[config.mk]
export PLATFORM = sky130hd
export DESIGN_NAME = windowed_watchdog_timer
export DESIGN_NICKNAME = d
export VERILOG_FILES = /design/src/logic/wdt_pkg.sv /design/src/logic/ls_tick_gen.sv /design/src/logic/windowed_watchdog_timer.sv
export SDC_FILE = /design/constraint.sdc
export NUM_CORES = 1
export LEC_CHECK = 0
export BUFFER_PORTS_ARGS = -buffer_cell sky130_fd_sc_hd__buf_2
export CAP_MARGIN = 30
export CORE_UTILIZATION = 34
export CTS_CLUSTER_SIZE = 12
export DETAILED_ROUTE_END_ITERATION = 6
export GPL_ROUTABILITY_DRIVEN = 1
export SLEW_MARGIN = 20
export SYNTH_ARGS = -nofsm -noshare
export SYNTH_HDL_FRONTEND = slang
export SYNTH_SLANG_ARGS = --single-unit
[constraint.sdc]
create_clock -name clk_sys_in -period 8.9 [get_ports clk_sys_in]
set_clock_uncertainty 0.15 [all_clocks]
set_input_delay 1.335 -clock clk_sys_in [delete_from_list [all_inputs] [get_ports clk_sys_in]]
set_output_delay 1.335 -clock clk_sys_in [all_outputs]
set_load 0.05 [all_outputs]
[src/logic/wdt_pkg.sv]
package wdt_pkg;

  // ---------------------------------------------------------------
  // clocking and low-speed tick
  // ---------------------------------------------------------------
  localparam int CLK_SYS_HZ    = 40_000_000;
  localparam int LS_CLK_HZ     = 20_000;
  localparam int LS_PERIOD_NS  = 1_000_000_000 / LS_CLK_HZ;
  localparam int CLK_PERIOD_NS = 25;
  localparam int LS_DIV        = LS_PERIOD_NS / CLK_PERIOD_NS;
  localparam int DIV_W         = 11;

  // ---------------------------------------------------------------
  // register map (byte offsets, word aligned)
  // ---------------------------------------------------------------
  localparam int        ADDR_W       = 8;
  localparam logic [7:0] OFF_KEY     = 8'h00;
  localparam logic [7:0] OFF_LOCKUP  = 8'h04;
  localparam logic [7:0] OFF_OPTION  = 8'h08;
  localparam logic [7:0] OFF_STATUS  = 8'h0C;
  localparam logic [7:0] OFF_MASK    = 8'h10;
  localparam logic [7:0] OFF_COUNT   = 8'h14;

  localparam logic [7:0] KEY_VALUE   = 8'hAC;
  localparam logic [7:0] READ_RUN    = 8'h9A;
  localparam logic [7:0] READ_STOP   = 8'h1A;
  localparam logic [7:0] OPTION_RST  = 8'hF6;
  localparam logic       LOCKUP_RST  = 1'h0;
  localparam logic [2:0] LOCKUP_SEL  = 3'h2;
  localparam logic [1:0] WIN_75      = 2'h2;
  localparam int         STAT_W      = 1;
  localparam int         STAT_INTERVAL = 0;

  // ---------------------------------------------------------------
  // bus encodings and counter width
  // ---------------------------------------------------------------
  localparam logic [2:0] HSIZE_HALF  = 3'h1;
  localparam int         CNT_W       = 17;

  typedef struct packed {
    logic       irq_en;
    logic [1:0] window;
    logic       count_run;
    logic [2:0] period_sel;
    logic       standby_run;
  } option_t;

  typedef struct packed {
    logic              write;
    logic [ADDR_W-1:0] addr;
    logic [2:0]        size;
  } ahb_req_t;

  typedef enum logic [1:0] {
    WD_IDLE = 2'b00,
    WD_RUN  = 2'b01,
    WD_TRIP = 2'b10
  } wd_state_t;

  // overflow period in low-speed cycles for a select code
  function automatic logic [CNT_W-1:0] period_cycles(input logic [2:0] sel);
    logic [CNT_W-1:0] p;
    p = 17'h00000;
    case (sel)
      3'h0:    p = 17'h00040;
      3'h1:    p = 17'h00080;
      3'h2:    p = 17'h00100;
      3'h3:    p = 17'h00200;
      3'h4:    p = 17'h00800;
      3'h5:    p = 17'h02000;
      3'h6:    p = 17'h04000;
      default: p = 17'h10000;
    endcase
    return p;
  endfunction

endpackage

[src/logic/ls_tick_gen.sv]
`timescale 1ns/10ps
// low-speed tick: one-cycle enable every LS_DIV system clocks
module ls_tick_gen
(
  input  wire logic clk_sys_in,
  input  wire logic reset_in,
  input  wire logic run_in,
  output logic      tick_out
);

  logic [wdt_pkg::DIV_W-1:0] div_reg;
  logic [wdt_pkg::DIV_W-1:0] div_next;
  logic                      tick_reg;
  logic                      tick_next;

  // --------------------------------------------------------------
  // divider
  // --------------------------------------------------------------
  // the oscillator only runs while requested, so the phase restarts with it
  always_comb
  begin
    div_next  = div_reg;
    tick_next = 1'b0;
    if (!run_in)
    begin
      div_next = '0;
    end
    else if (div_reg == wdt_pkg::DIV_W'(wdt_pkg::LS_DIV - 1))
    begin
      div_next  = '0;
      tick_next = 1'b1;
    end
    else
    begin
      div_next = div_reg + 11'h001;
    end
  end

  always_ff @(posedge clk_sys_in or posedge reset_in)
  begin
    if (reset_in)
    begin
      div_reg  <= '0;
      tick_reg <= 1'b0;
    end
    else
    begin
      div_reg  <= div_next;
      tick_reg <= tick_next;
    end
  end

  assign tick_out = tick_reg;

endmodule

[src/logic/windowed_watchdog_timer.sv]
`timescale 1ns/10ps
// Contract
// - counter reaching overflow period without valid restart asserts internal reset
// - three-bit select picks period 2^6,2^7,2^8,2^9,2^11,2^13,2^14,2^16 slow cycles
// - key ACH written while window open clears counter, counting resumes from zero
// - key written while window closed asserts internal reset
// - first restart write after reset ignores window, clears counter before overflow
// - window select 10 gives 75 percent, 11 gives 100 percent open
// - standby-run option zero forces a 100 percent window
// - 75 percent window closed below quarter period, open after; 100 never closed
// - interval interrupt at three quarters of period when option bit set
// - counting continues after interval interrupt; overflow without key resets
// - lockup with control bit set starts oscillator, counter, forces select 010
// - any non-key value written to restart register asserts internal reset
// - bit-manipulation access to restart register asserts internal reset
// - restart register reads 9AH when counting enabled, 1AH when disabled
// - standby-run zero stops count in sleep, clears and restarts on wake
module windowed_watchdog_timer
(
  input  wire logic        clk_sys_in,
  input  wire logic        reset_in,
  input  wire logic        hsel_in,
  input  wire logic [31:0] haddr_in,
  input  wire logic [1:0]  htrans_in,
  input  wire logic        hwrite_in,
  input  wire logic [2:0]  hsize_in,
  input  wire logic [31:0] hwdata_in,
  input  wire logic        hready_in,
  output logic [31:0]      hrdata_out,
  output logic             hreadyout_out,
  output logic             hresp_out,
  input  wire logic        lockup_in,
  input  wire logic        sleep_in,
  output logic             irq_out,
  output logic             wdt_reset_out,
  output logic             osc_enable_out
);

  // ---------------------------------------------------------------
  // state
  // ---------------------------------------------------------------
  wdt_pkg::ahb_req_t             dph_reg;
  wdt_pkg::ahb_req_t             dph_next;
  logic                          dph_valid_reg;
  logic                          dph_valid_next;
  logic [31:0]                   rdata_reg;
  logic [31:0]                   rdata_next;

  wdt_pkg::option_t              option_reg;
  wdt_pkg::option_t              option_next;
  logic                          lockup_ctl_reg;
  logic                          lockup_ctl_next;
  logic [wdt_pkg::STAT_W-1:0]    status_reg;
  logic [wdt_pkg::STAT_W-1:0]    status_next;
  logic [wdt_pkg::STAT_W-1:0]    mask_reg;
  logic [wdt_pkg::STAT_W-1:0]    mask_next;
  logic                          irq_reg;
  logic                          irq_next;

  wdt_pkg::wd_state_t            state_reg;
  wdt_pkg::wd_state_t            state_next;
  logic [wdt_pkg::CNT_W-1:0]     count_reg;
  logic [wdt_pkg::CNT_W-1:0]     count_next;
  logic                          first_done_reg;
  logic                          first_done_next;
  logic                          clr_pend_reg;
  logic                          clr_pend_next;
  logic                          lock_active_reg;
  logic                          lock_active_next;
  logic                          sleep_d_reg;
  logic                          sleep_d_next;
  logic                          osc_reg;
  logic                          osc_next;

  // ---------------------------------------------------------------
  // decode helpers
  // ---------------------------------------------------------------
  logic                          addr_phase;
  logic                          key_write;
  logic                          key_bad;
  logic                          win_open;
  logic                          full_window;
  logic                          sleep_hold;
  logic                          tick;
  logic [2:0]                    sel_eff;
  logic [wdt_pkg::CNT_W-1:0]     period;
  logic [wdt_pkg::CNT_W-1:0]     count_inc;
  logic                          interval_evt;
  logic                          overflow;

  ls_tick_gen u_tick
  (
    .clk_sys_in (clk_sys_in),
    .reset_in   (reset_in),
    .run_in     (osc_reg),
    .tick_out   (tick)
  );

  // ---------------------------------------------------------------
  // window and period
  // ---------------------------------------------------------------
  always_comb
  begin
    addr_phase  = hsel_in & htrans_in[1] & hready_in;
    sel_eff     = lock_active_reg ? wdt_pkg::LOCKUP_SEL : option_reg.period_sel;
    period      = wdt_pkg::period_cycles(sel_eff);
    // prohibited window codes fall back to the always-open window
    full_window = !option_reg.standby_run | (option_reg.window != wdt_pkg::WIN_75);
    win_open    = full_window | (count_reg >= (period >> 2));
    sleep_hold  = sleep_in & !option_reg.standby_run;
    count_inc   = count_reg + 17'h00001;
    key_write   = dph_valid_reg & dph_reg.write & (dph_reg.addr == wdt_pkg::OFF_KEY);
    // halfword access stands in for a bit-manipulation access on this bus
    key_bad     = (dph_reg.size == wdt_pkg::HSIZE_HALF)
                | (hwdata_in[7:0] != wdt_pkg::KEY_VALUE)
                | (first_done_reg & !win_open);
  end

  // ---------------------------------------------------------------
  // counter and trip sequencing
  // ---------------------------------------------------------------
  // the clear waits for the next slow tick, so a restart lags by at most one slow cycle
  always_comb
  begin
    state_next       = state_reg;
    count_next       = count_reg;
    first_done_next  = first_done_reg;
    clr_pend_next    = clr_pend_reg;
    lock_active_next = lock_active_reg | (lockup_ctl_reg & lockup_in);
    sleep_d_next     = sleep_in;
    osc_next         = osc_reg;
    interval_evt     = 1'b0;
    overflow         = 1'b0;
    case (state_reg)
      wdt_pkg::WD_IDLE:
      begin
        count_next    = '0;
        clr_pend_next = 1'b0;
        if (option_reg.count_run | lock_active_next)
        begin
          state_next = wdt_pkg::WD_RUN;
          osc_next   = 1'b1;
        end
      end
      wdt_pkg::WD_RUN:
      begin
        if (key_write)
        begin
          first_done_next = 1'b1;
          if (key_bad)
          begin
            state_next = wdt_pkg::WD_TRIP;
          end
          else
          begin
            clr_pend_next = 1'b1;
          end
        end
        if (sleep_d_reg & !sleep_in & !option_reg.standby_run)
        begin
          count_next    = '0;
          clr_pend_next = 1'b0;
        end
        else if (tick & !sleep_hold)
        begin
          if (clr_pend_reg)
          begin
            count_next    = '0;
            clr_pend_next = key_write & !key_bad;
          end
          else
          begin
            count_next = count_inc;
            if (count_inc == period)
            begin
              overflow = 1'b1;
            end
            if (option_reg.irq_en & (count_inc == (period - (period >> 2))))
            begin
              interval_evt = 1'b1;
            end
          end
        end
        if (overflow)
        begin
          state_next = wdt_pkg::WD_TRIP;
        end
      end
      wdt_pkg::WD_TRIP:
      begin
        state_next = wdt_pkg::WD_TRIP;
      end
      default:
      begin
        state_next = wdt_pkg::WD_TRIP;
      end
    endcase
  end

  always_ff @(posedge clk_sys_in or posedge reset_in)
  begin
    if (reset_in)
    begin
      state_reg       <= wdt_pkg::WD_IDLE;
      count_reg       <= '0;
      first_done_reg  <= 1'b0;
      clr_pend_reg    <= 1'b0;
      lock_active_reg <= 1'b0;
      sleep_d_reg     <= 1'b0;
      osc_reg         <= 1'b0;
    end
    else
    begin
      state_reg       <= state_next;
      count_reg       <= count_next;
      first_done_reg  <= first_done_next;
      clr_pend_reg    <= clr_pend_next;
      lock_active_reg <= lock_active_next;
      sleep_d_reg     <= sleep_d_next;
      osc_reg         <= osc_next;
    end
  end

  // ---------------------------------------------------------------
  // bus slave and registers
  // ---------------------------------------------------------------
  // zero wait states: read data is prepared in the address phase
  always_comb
  begin
    dph_valid_next  = addr_phase;
    dph_next        = dph_reg;
    rdata_next      = rdata_reg;
    option_next     = option_reg;
    lockup_ctl_next = lockup_ctl_reg;
    mask_next       = mask_reg;
    status_next     = status_reg;
    if (addr_phase)
    begin
      dph_next.write = hwrite_in;
      dph_next.addr  = haddr_in[wdt_pkg::ADDR_W-1:0];
      dph_next.size  = hsize_in;
      rdata_next     = 32'h00000000;
      if (!hwrite_in)
      begin
        case (haddr_in[wdt_pkg::ADDR_W-1:0])
          wdt_pkg::OFF_KEY:
            rdata_next[7:0] = option_reg.count_run ? wdt_pkg::READ_RUN : wdt_pkg::READ_STOP;
          wdt_pkg::OFF_LOCKUP:
            rdata_next[0] = lockup_ctl_reg;
          wdt_pkg::OFF_OPTION:
            rdata_next[7:0] = option_reg;
          wdt_pkg::OFF_STATUS:
          begin
            rdata_next[wdt_pkg::STAT_W-1:0] = status_reg;
            status_next = '0;                                                   // read clears
          end
          wdt_pkg::OFF_MASK:
            rdata_next[wdt_pkg::STAT_W-1:0] = mask_reg;
          wdt_pkg::OFF_COUNT:
            rdata_next[wdt_pkg::CNT_W-1:0] = count_reg;
          default:
            rdata_next = 32'h00000000;
        endcase
      end
    end
    if (dph_valid_reg & dph_reg.write)
    begin
      case (dph_reg.addr)
        wdt_pkg::OFF_LOCKUP: lockup_ctl_next = hwdata_in[0];
        wdt_pkg::OFF_OPTION: option_next     = hwdata_in[7:0];
        wdt_pkg::OFF_MASK:   mask_next       = hwdata_in[wdt_pkg::STAT_W-1:0];
        default:             mask_next       = mask_reg;
      endcase
    end
    // an event in the clearing read cycle still lands
    if (interval_evt)
    begin
      status_next[wdt_pkg::STAT_INTERVAL] = 1'b1;
    end
    irq_next = |(status_next & mask_next);
  end

  always_ff @(posedge clk_sys_in or posedge reset_in)
  begin
    if (reset_in)
    begin
      dph_reg        <= '0;
      dph_valid_reg  <= 1'b0;
      rdata_reg      <= 32'h00000000;
      option_reg     <= wdt_pkg::OPTION_RST;
      lockup_ctl_reg <= wdt_pkg::LOCKUP_RST;
      status_reg     <= '0;
      mask_reg       <= '0;
      irq_reg        <= 1'b0;
    end
    else
    begin
      dph_reg        <= dph_next;
      dph_valid_reg  <= dph_valid_next;
      rdata_reg      <= rdata_next;
      option_reg     <= option_next;
      lockup_ctl_reg <= lockup_ctl_next;
      status_reg     <= status_next;
      mask_reg       <= mask_next;
      irq_reg        <= irq_next;
    end
  end

  // ---------------------------------------------------------------
  // outputs
  // ---------------------------------------------------------------
  // the reset request holds until the system reset comes back in
  assign hrdata_out     = rdata_reg;
  assign hreadyout_out  = 1'b1;
  assign hresp_out      = 1'b0;
  assign irq_out        = irq_reg;
  assign wdt_reset_out  = (state_reg == wdt_pkg::WD_TRIP);
  assign osc_enable_out = osc_reg;

endmodule

==> flow_summary.yaml, run 1 <==
logic_synthesis:
  synthesis.area_um2: 4870
  synth.distinct_cells: 65
  synth_ff_type: "dfrtp_1"
  synth_top_area_share_pct: 37.0
  synthCells: 534
  synth.area.top_cells: "dfrtp_1, nand2_1, xnor2_1, ha_1, dfstp_2"
  syn_avg_cell_area_um2: 9.12
  ys_seq_area_share_pct: 40.2
  yosysTopAreaCell: "dfrtp_1"
  synth_edf_count: 0
  synth_async_sr_flop_share_pct: 100
  ys_ff_latch: 78
  synth_warnings: 0
setup_path:
  required_ns: 8.99
  worst_setup_path_start_kind: "flop"
  cp.buffers_inverters: 0
  path_max_fanout: 12
  cp_slowest_stage_delay_ns: 0.66
  critPathArrivalTime_ns: 3.81
  cp-end-kind: "flop"
  path_cells: "nor2b_1, nor3b_1, ha_1, a21oi_1, nand3_1, a31oi_1, o21ai_0, nor4b_1, o22ai_1, o41ai_2"
  worstSetupStartpoint: "option_reg[1]"
  critical_path_class: "flop to flop"
  rr_startpoint: "option_reg[1]"
  cp_slowest_cell: "dfstp_2"
  path_delay_family: "compound AO/OA/AOI/OAI gates"
drt:
  num_vias: 4003
  firstDrtPassIters: 4
  drc: 0
  viasPerCell: 5.32
  drt_iter0_drc: 259
  drt_wl_total_um: 12100
  postRouteAntennaNets: 0
  wl_per_cell_um: 16.0
cts:
  cts_tree: "built"
  cts_root_buf: "clkbuf_16"
  cts_setup_buffers: 0
  clk_pin_slew_ns: 0.06
  htree_num_levels: 3
  clk_latency_ns: 0.34
  clock_path_buffers: 2
  cts.sinks: 78
  cts_buffers: 9
  holdBufCountCts: 0
  cts_resized: 0
power_and_ir_drop:
  switching_share_pct: 24.6
  clkPwrFrac_pct: 47.1
  p_leak_nw: 2.55
  seqPwrFrac_pct: 46.0
  p_total_w: 0.000820
  powerDensity_nw_per_um2: 149
  p_comb_share_pct: 6.9
  p_int_w: 0.000618
  max-vdd-ir-drop_mv: 0.130
  power.net_switching_w: 0.000201
grt:
  grt_pass1_vias: 3793
  grt_pass1_wl_um: 19800
  grt_max_degree: 79
  grt.total_usage_pct: 17.4
  overflow: 0
  grt_antenna_before_repair: 0
timing:
  grt_setup_unrepaired: "no"
  maxSlewViolCount: 0
  timing.final.crit_share_pct: 41.8
  max_freq_mhz: 269
  relSlewSlack_pct: 37.9
  setup_ws_ns: 5.18
  hold_viol: 0
  min_period_ns: 3.72
  worst_pin_slew_ns: 0.929
  tns_ns: 0
  setup_viol_count_final: 0
hold_path:
  worst_hold_startpoint: "u_tick.div_reg[0]"
  hp-class: "flop to flop"
floorplanning:
  io_pins: 113
  fp.dieW_um: 122
  chipHeight_um: 122
  start_util_pct: 34.9
  core_area_um2: 13900
  die-area_um2: 14800
  rows: 43
placed_design:
  placed_cell_area_um2: 5170
  place.detailed.hpwl_um: 8910
  pre_cts_ws_ns: 5.28
  portBuffers: 46
  gp_congestion: 0.869
job:
  drv_cap: 0
cells_and_area:
  nets: 661
  n_antenna_cell: 0
  drive_gt1_share_pct: 17.3
  syn_to_final_growth_pct: 13.1
  layout_commonest_cell: "nand2_1"
  layout_common_cells: "nand2_1, dfrtp_1, buf_2, nor2_1, o21ai_0"
  fin_area_um2: 5510
outcome:
  outcome: "complete, no violations"
## power groups by stage
stage	clock network [W]	logic (W)	registers (W)
3_5_place_dp	0	0.0000559	0.000384
2_1_floorplan	0	0.0000490	0.000380
3_3_place_gp	0	0.0000550	0.000383
6_report	0.000386	0.0000564	0.000377
4_1_cts	0.000397	0.0000560	0.000377
5_1_grt	0.000411	0.0000632	0.000379
## cell usage after synthesis (7+ instances only)
library cell / number
a21oi_1: 15
a22o_1: 10
and3_1: 10
buf_4: 20
clkbuf_1: 19
dfrtp_1: 72
ha_1: 17
inv_1: 17
mux2_2: 11
nand2_1: 74
nand3_1: 20
nand4_1: 10
nor2_1: 42
nor2b_1: 8
nor3_1: 9
nor4_1: 8
o21ai_0: 31
o31ai_1: 10
or3_1: 7
xnor2_1: 27
xor2_1: 11
## metal layers
layer | track usage, % | routed length [µm]
met1 | 23.2 | 5790
met2 | 27.8 | 5600
met3 | 4.12 | 553
met4 | 5.17 | 111
met5 | 0 | 0
## kinds of logic after synthesis
| kind of cell | Yosys count | synth area share (%) |
|---|---|---|
| compound gates | 99 | 13.7 |
| xor+xnor | 40 | 7.76 |
| fa+ha+maj | 17 | 4.37 |
| buf+inv | 61 | 6.32 |
| flops | 78 | 40.2 |
| mux | 13 | 2.95 |
| other cells | 2 | 0.154 |
| simple gates | 224 | 24.5 |
## worst register-to-register path: cells and delay by family, from the launching register on
family / cells / cell delay [ns]
AO/OA/AOI/OAI: 5 / 1.30
AND/OR/NAND/NOR: 4 / 1.15
flip-flops: 1 / 0.66
adder cells (fa/ha/maj): 1 / 0.36
## final timing paths
kind	to	slack, ns	depth (start not counted)
max in group asynchronous	count_reg[9]	7.06	4
worst min register to register	u_tick.div_reg[0]	0.30	1
worst min-delay path	u_tick.div_reg[0]	0.30	1
min in group asynchronous	u_tick.div_reg[2]	0.94	3
worst max-delay path	irq_out	5.18	10
worst max register to register	irq_out	5.18	10
## final cells by class
cell class | count | area (µm²)
clock inverter | 5 | 63.8
clock buffer | 11 | 253
multi-input combinational | 410 | 2660
inverter | 18 | 68.8
sequential | 78 | 1960
tap | 180 | 225
timing repair buffer | 51 | 278
fill | 1376 | 8430
## per-stage QoR
stage               utilization [%]  std cells  hold WS [ns]
finish                         39.5        753         0.300
global route                   39.5        753         0.337
CTS                            39.4        752         0.304
detailed placement             37.1        736         0.296
global placement               37.1        735         0.288
floorplan                         -        549         0.274
Note: power is estimated with default switching activity, not from simulation.
==> run 2: changes to the inputs <==
==> constraint.sdc (replaced) <==
create_clock -name clk_sys_in -period 3.5 [get_ports clk_sys_in]
set_clock_uncertainty 0.15 [all_clocks]
set_input_delay 0.525 -clock clk_sys_in [delete_from_list [all_inputs] [get_ports clk_sys_in]]
set_output_delay 0.525 -clock clk_sys_in [all_outputs]
set_load 0.05 [all_outputs]
==> run 2 against run 1 <==
Global-route usage shrank 0.36 points. Critical path depth is 1 higher. Setup slack lost 4.8 ns. Non-clock buffer count is 9 higher. Largest cell class unchanged.
==> flow_summary.yaml, run 2 (synthesis gave the netlist of run 1 again) <==
setup_path:
  r2r_end: "irq_out"
  rr_startpoint: "option_reg[1]"
  worstSetupStartpoint: "option_reg[1]"
  required_ns: 3.58
  worst_setup_path_start_kind: "flop"
  crit_end: "irq_out"
  ff2ff_path_depth: 11
  critPathArrivalTime_ns: 3.25
  cp-end-kind: "flop"
  reg2reg_slack_ns: 0.33
  path_max_fanout: 11
  critical_path_class: "flop to flop"
drt:
  wl_per_cell_um: 15.6
  drc: 0
  postRouteAntennaNets: 0
  drt_wl_total_um: 11900
  drt_iter0_drc: 216
  viasPerCell: 5.22
  firstDrtPassIters: 4
  num_vias: 3977
timing:
  timing.final.crit_share_pct: 90.5
  grt_setup_unrepaired: "no"
  min_period_ns: 3.17
  worst_pin_slew_ns: 0.673
  hold_viol: 0
  max_freq_mhz: 316
  setup_viol_count_final: 0
  relSlewSlack_pct: 55.1
  tns_ns: 0
  maxSlewViolCount: 0
grt:
  grt_max_degree: 41
  grt_antenna_before_repair: 0
  grt_pass1_vias: 3746
  grt_pass1_wl_um: 19300
  grt.total_usage_pct: 17.0
  overflow: 0
cts:
  cts_tree: "built"
  clk_pin_slew_ns: 0.06
  cts_setup_buffers: 0
  cts.sinks: 78
  htree_num_levels: 3
  cts_root_buf: "clkbuf_16"
  cts_buffers: 9
  clock_path_buffers: 2
  clk_latency_ns: 0.34
hold_path:
  hp-class: "input port to flop"
  min_path_cells: 1
floorplanning:
  core_area_um2: 13900
  io_pins: 113
  start_util_pct: 34.9
  rows: 43
  die-area_um2: 14800
  chipHeight_um: 122
  fp.dieW_um: 122
cells_and_area:
  drive_gt1_share_pct: 18.7
  nets: 670
  layout_commonest_cell: "nand2_1"
  layout_common_cells: "nand2_1, dfrtp_1, buf_2, nor2_1, o21ai_0"
  final_cells: 762
  syn_to_final_growth_pct: 14.2
  n_antenna_cell: 0
  utilization_pct: 39.9
power_and_ir_drop:
  p_leak_nw: 2.59
  powerDensity_nw_per_um2: 367
  max-vdd-ir-drop_mv: 0.288
job:
  drv_cap: 0
placed_design:
  place.detailed.hpwl_um: 8980
  dp_cells: 745
  portBuffers: 46
  gp_congestion: 0.880
outcome:
  outcome: "complete, no violations"
-- run 2: critical path: stages (launching register included) --
cell	delay, ns
dfstp_2	0.37
buf_4	0.16
or3b_2	0.46
and2_1	0.20
ha_1	0.19
a21oi_2	0.18
nand3_1	0.16
a31oi_2	0.25
o21ai_0	0.12
nor4b_1	0.26
o22ai_1	0.20
o41ai_2	0.36
-- run 2: per-stage QoR --
stage	hold WS, ns	setup slack (ns)	cell area, µm²	power (W)
4_1_cts	0.159	0.181	5550	0.00207
6_report	0.174	0.332	5560	0.00204
5_1_grt	0.167	0.0830	5560	0.00213
3_5_place_dp	0.226	0.210	5240	0.00112
3_3_place_gp	0.224	0.237	5230	0.00112
2_1_floorplan	0.274	0.315	4930	0.00109
-- run 2: timing repair --
action,in CTS,in global routing
setup endpoints to repair,0,2
hold endpoints to repair,1,0
gates resized for setup,0,3
hold buffers,1,0
-- run 2: final cells by class --
| class | instances | area (µm²) |
|---|---|---|
| fillers | 1403 | 8370 |
| clock inverters | 5 | 57.6 |
| clock buffers | 11 | 243 |
| well taps | 180 | 225 |
| multi-input cells | 410 | 2670 |
| flip-flops and latches | 78 | 1960 |
| inverters | 18 | 68.8 |
| repair buffers | 60 | 335 |
-- run 2: how the worst min path moves through the flow --
stage,startpoint,to,slack [ns]
after global routing,sleep_in,sleep_d_reg,0.17
after floorplan,u_tick.div_reg[0],u_tick.div_reg[0],0.27
after global placement,reset_in,u_tick.div_reg[0],0.22
after detailed placement,reset_in,u_tick.div_reg[0],0.23
final,sleep_in,sleep_d_reg,0.17
after CTS,sleep_in,sleep_d_reg,0.16
-- run 2: metal layers --
layer	global-route usage (%)	routed length, µm
met1	23.0	5790
met2	26.5	5390
met3	4.12	481
met4	6.02	195
met5	0	0
-- run 2: report_power, final --
| part | leakage (nW) | switching, W | internal, W | total [W] |
|---|---|---|---|---|
| clock network | 0.150 | 0.000363 | 0.000573 | 0.000935 |
| logic | 1.43 | 0.000109 | 0.0000419 | 0.000151 |
| registers | 1.01 | 0.0000211 | 0.000934 | 0.000955 |
| total | 2.59 | 0.000493 | 0.00155 | 0.00204 |
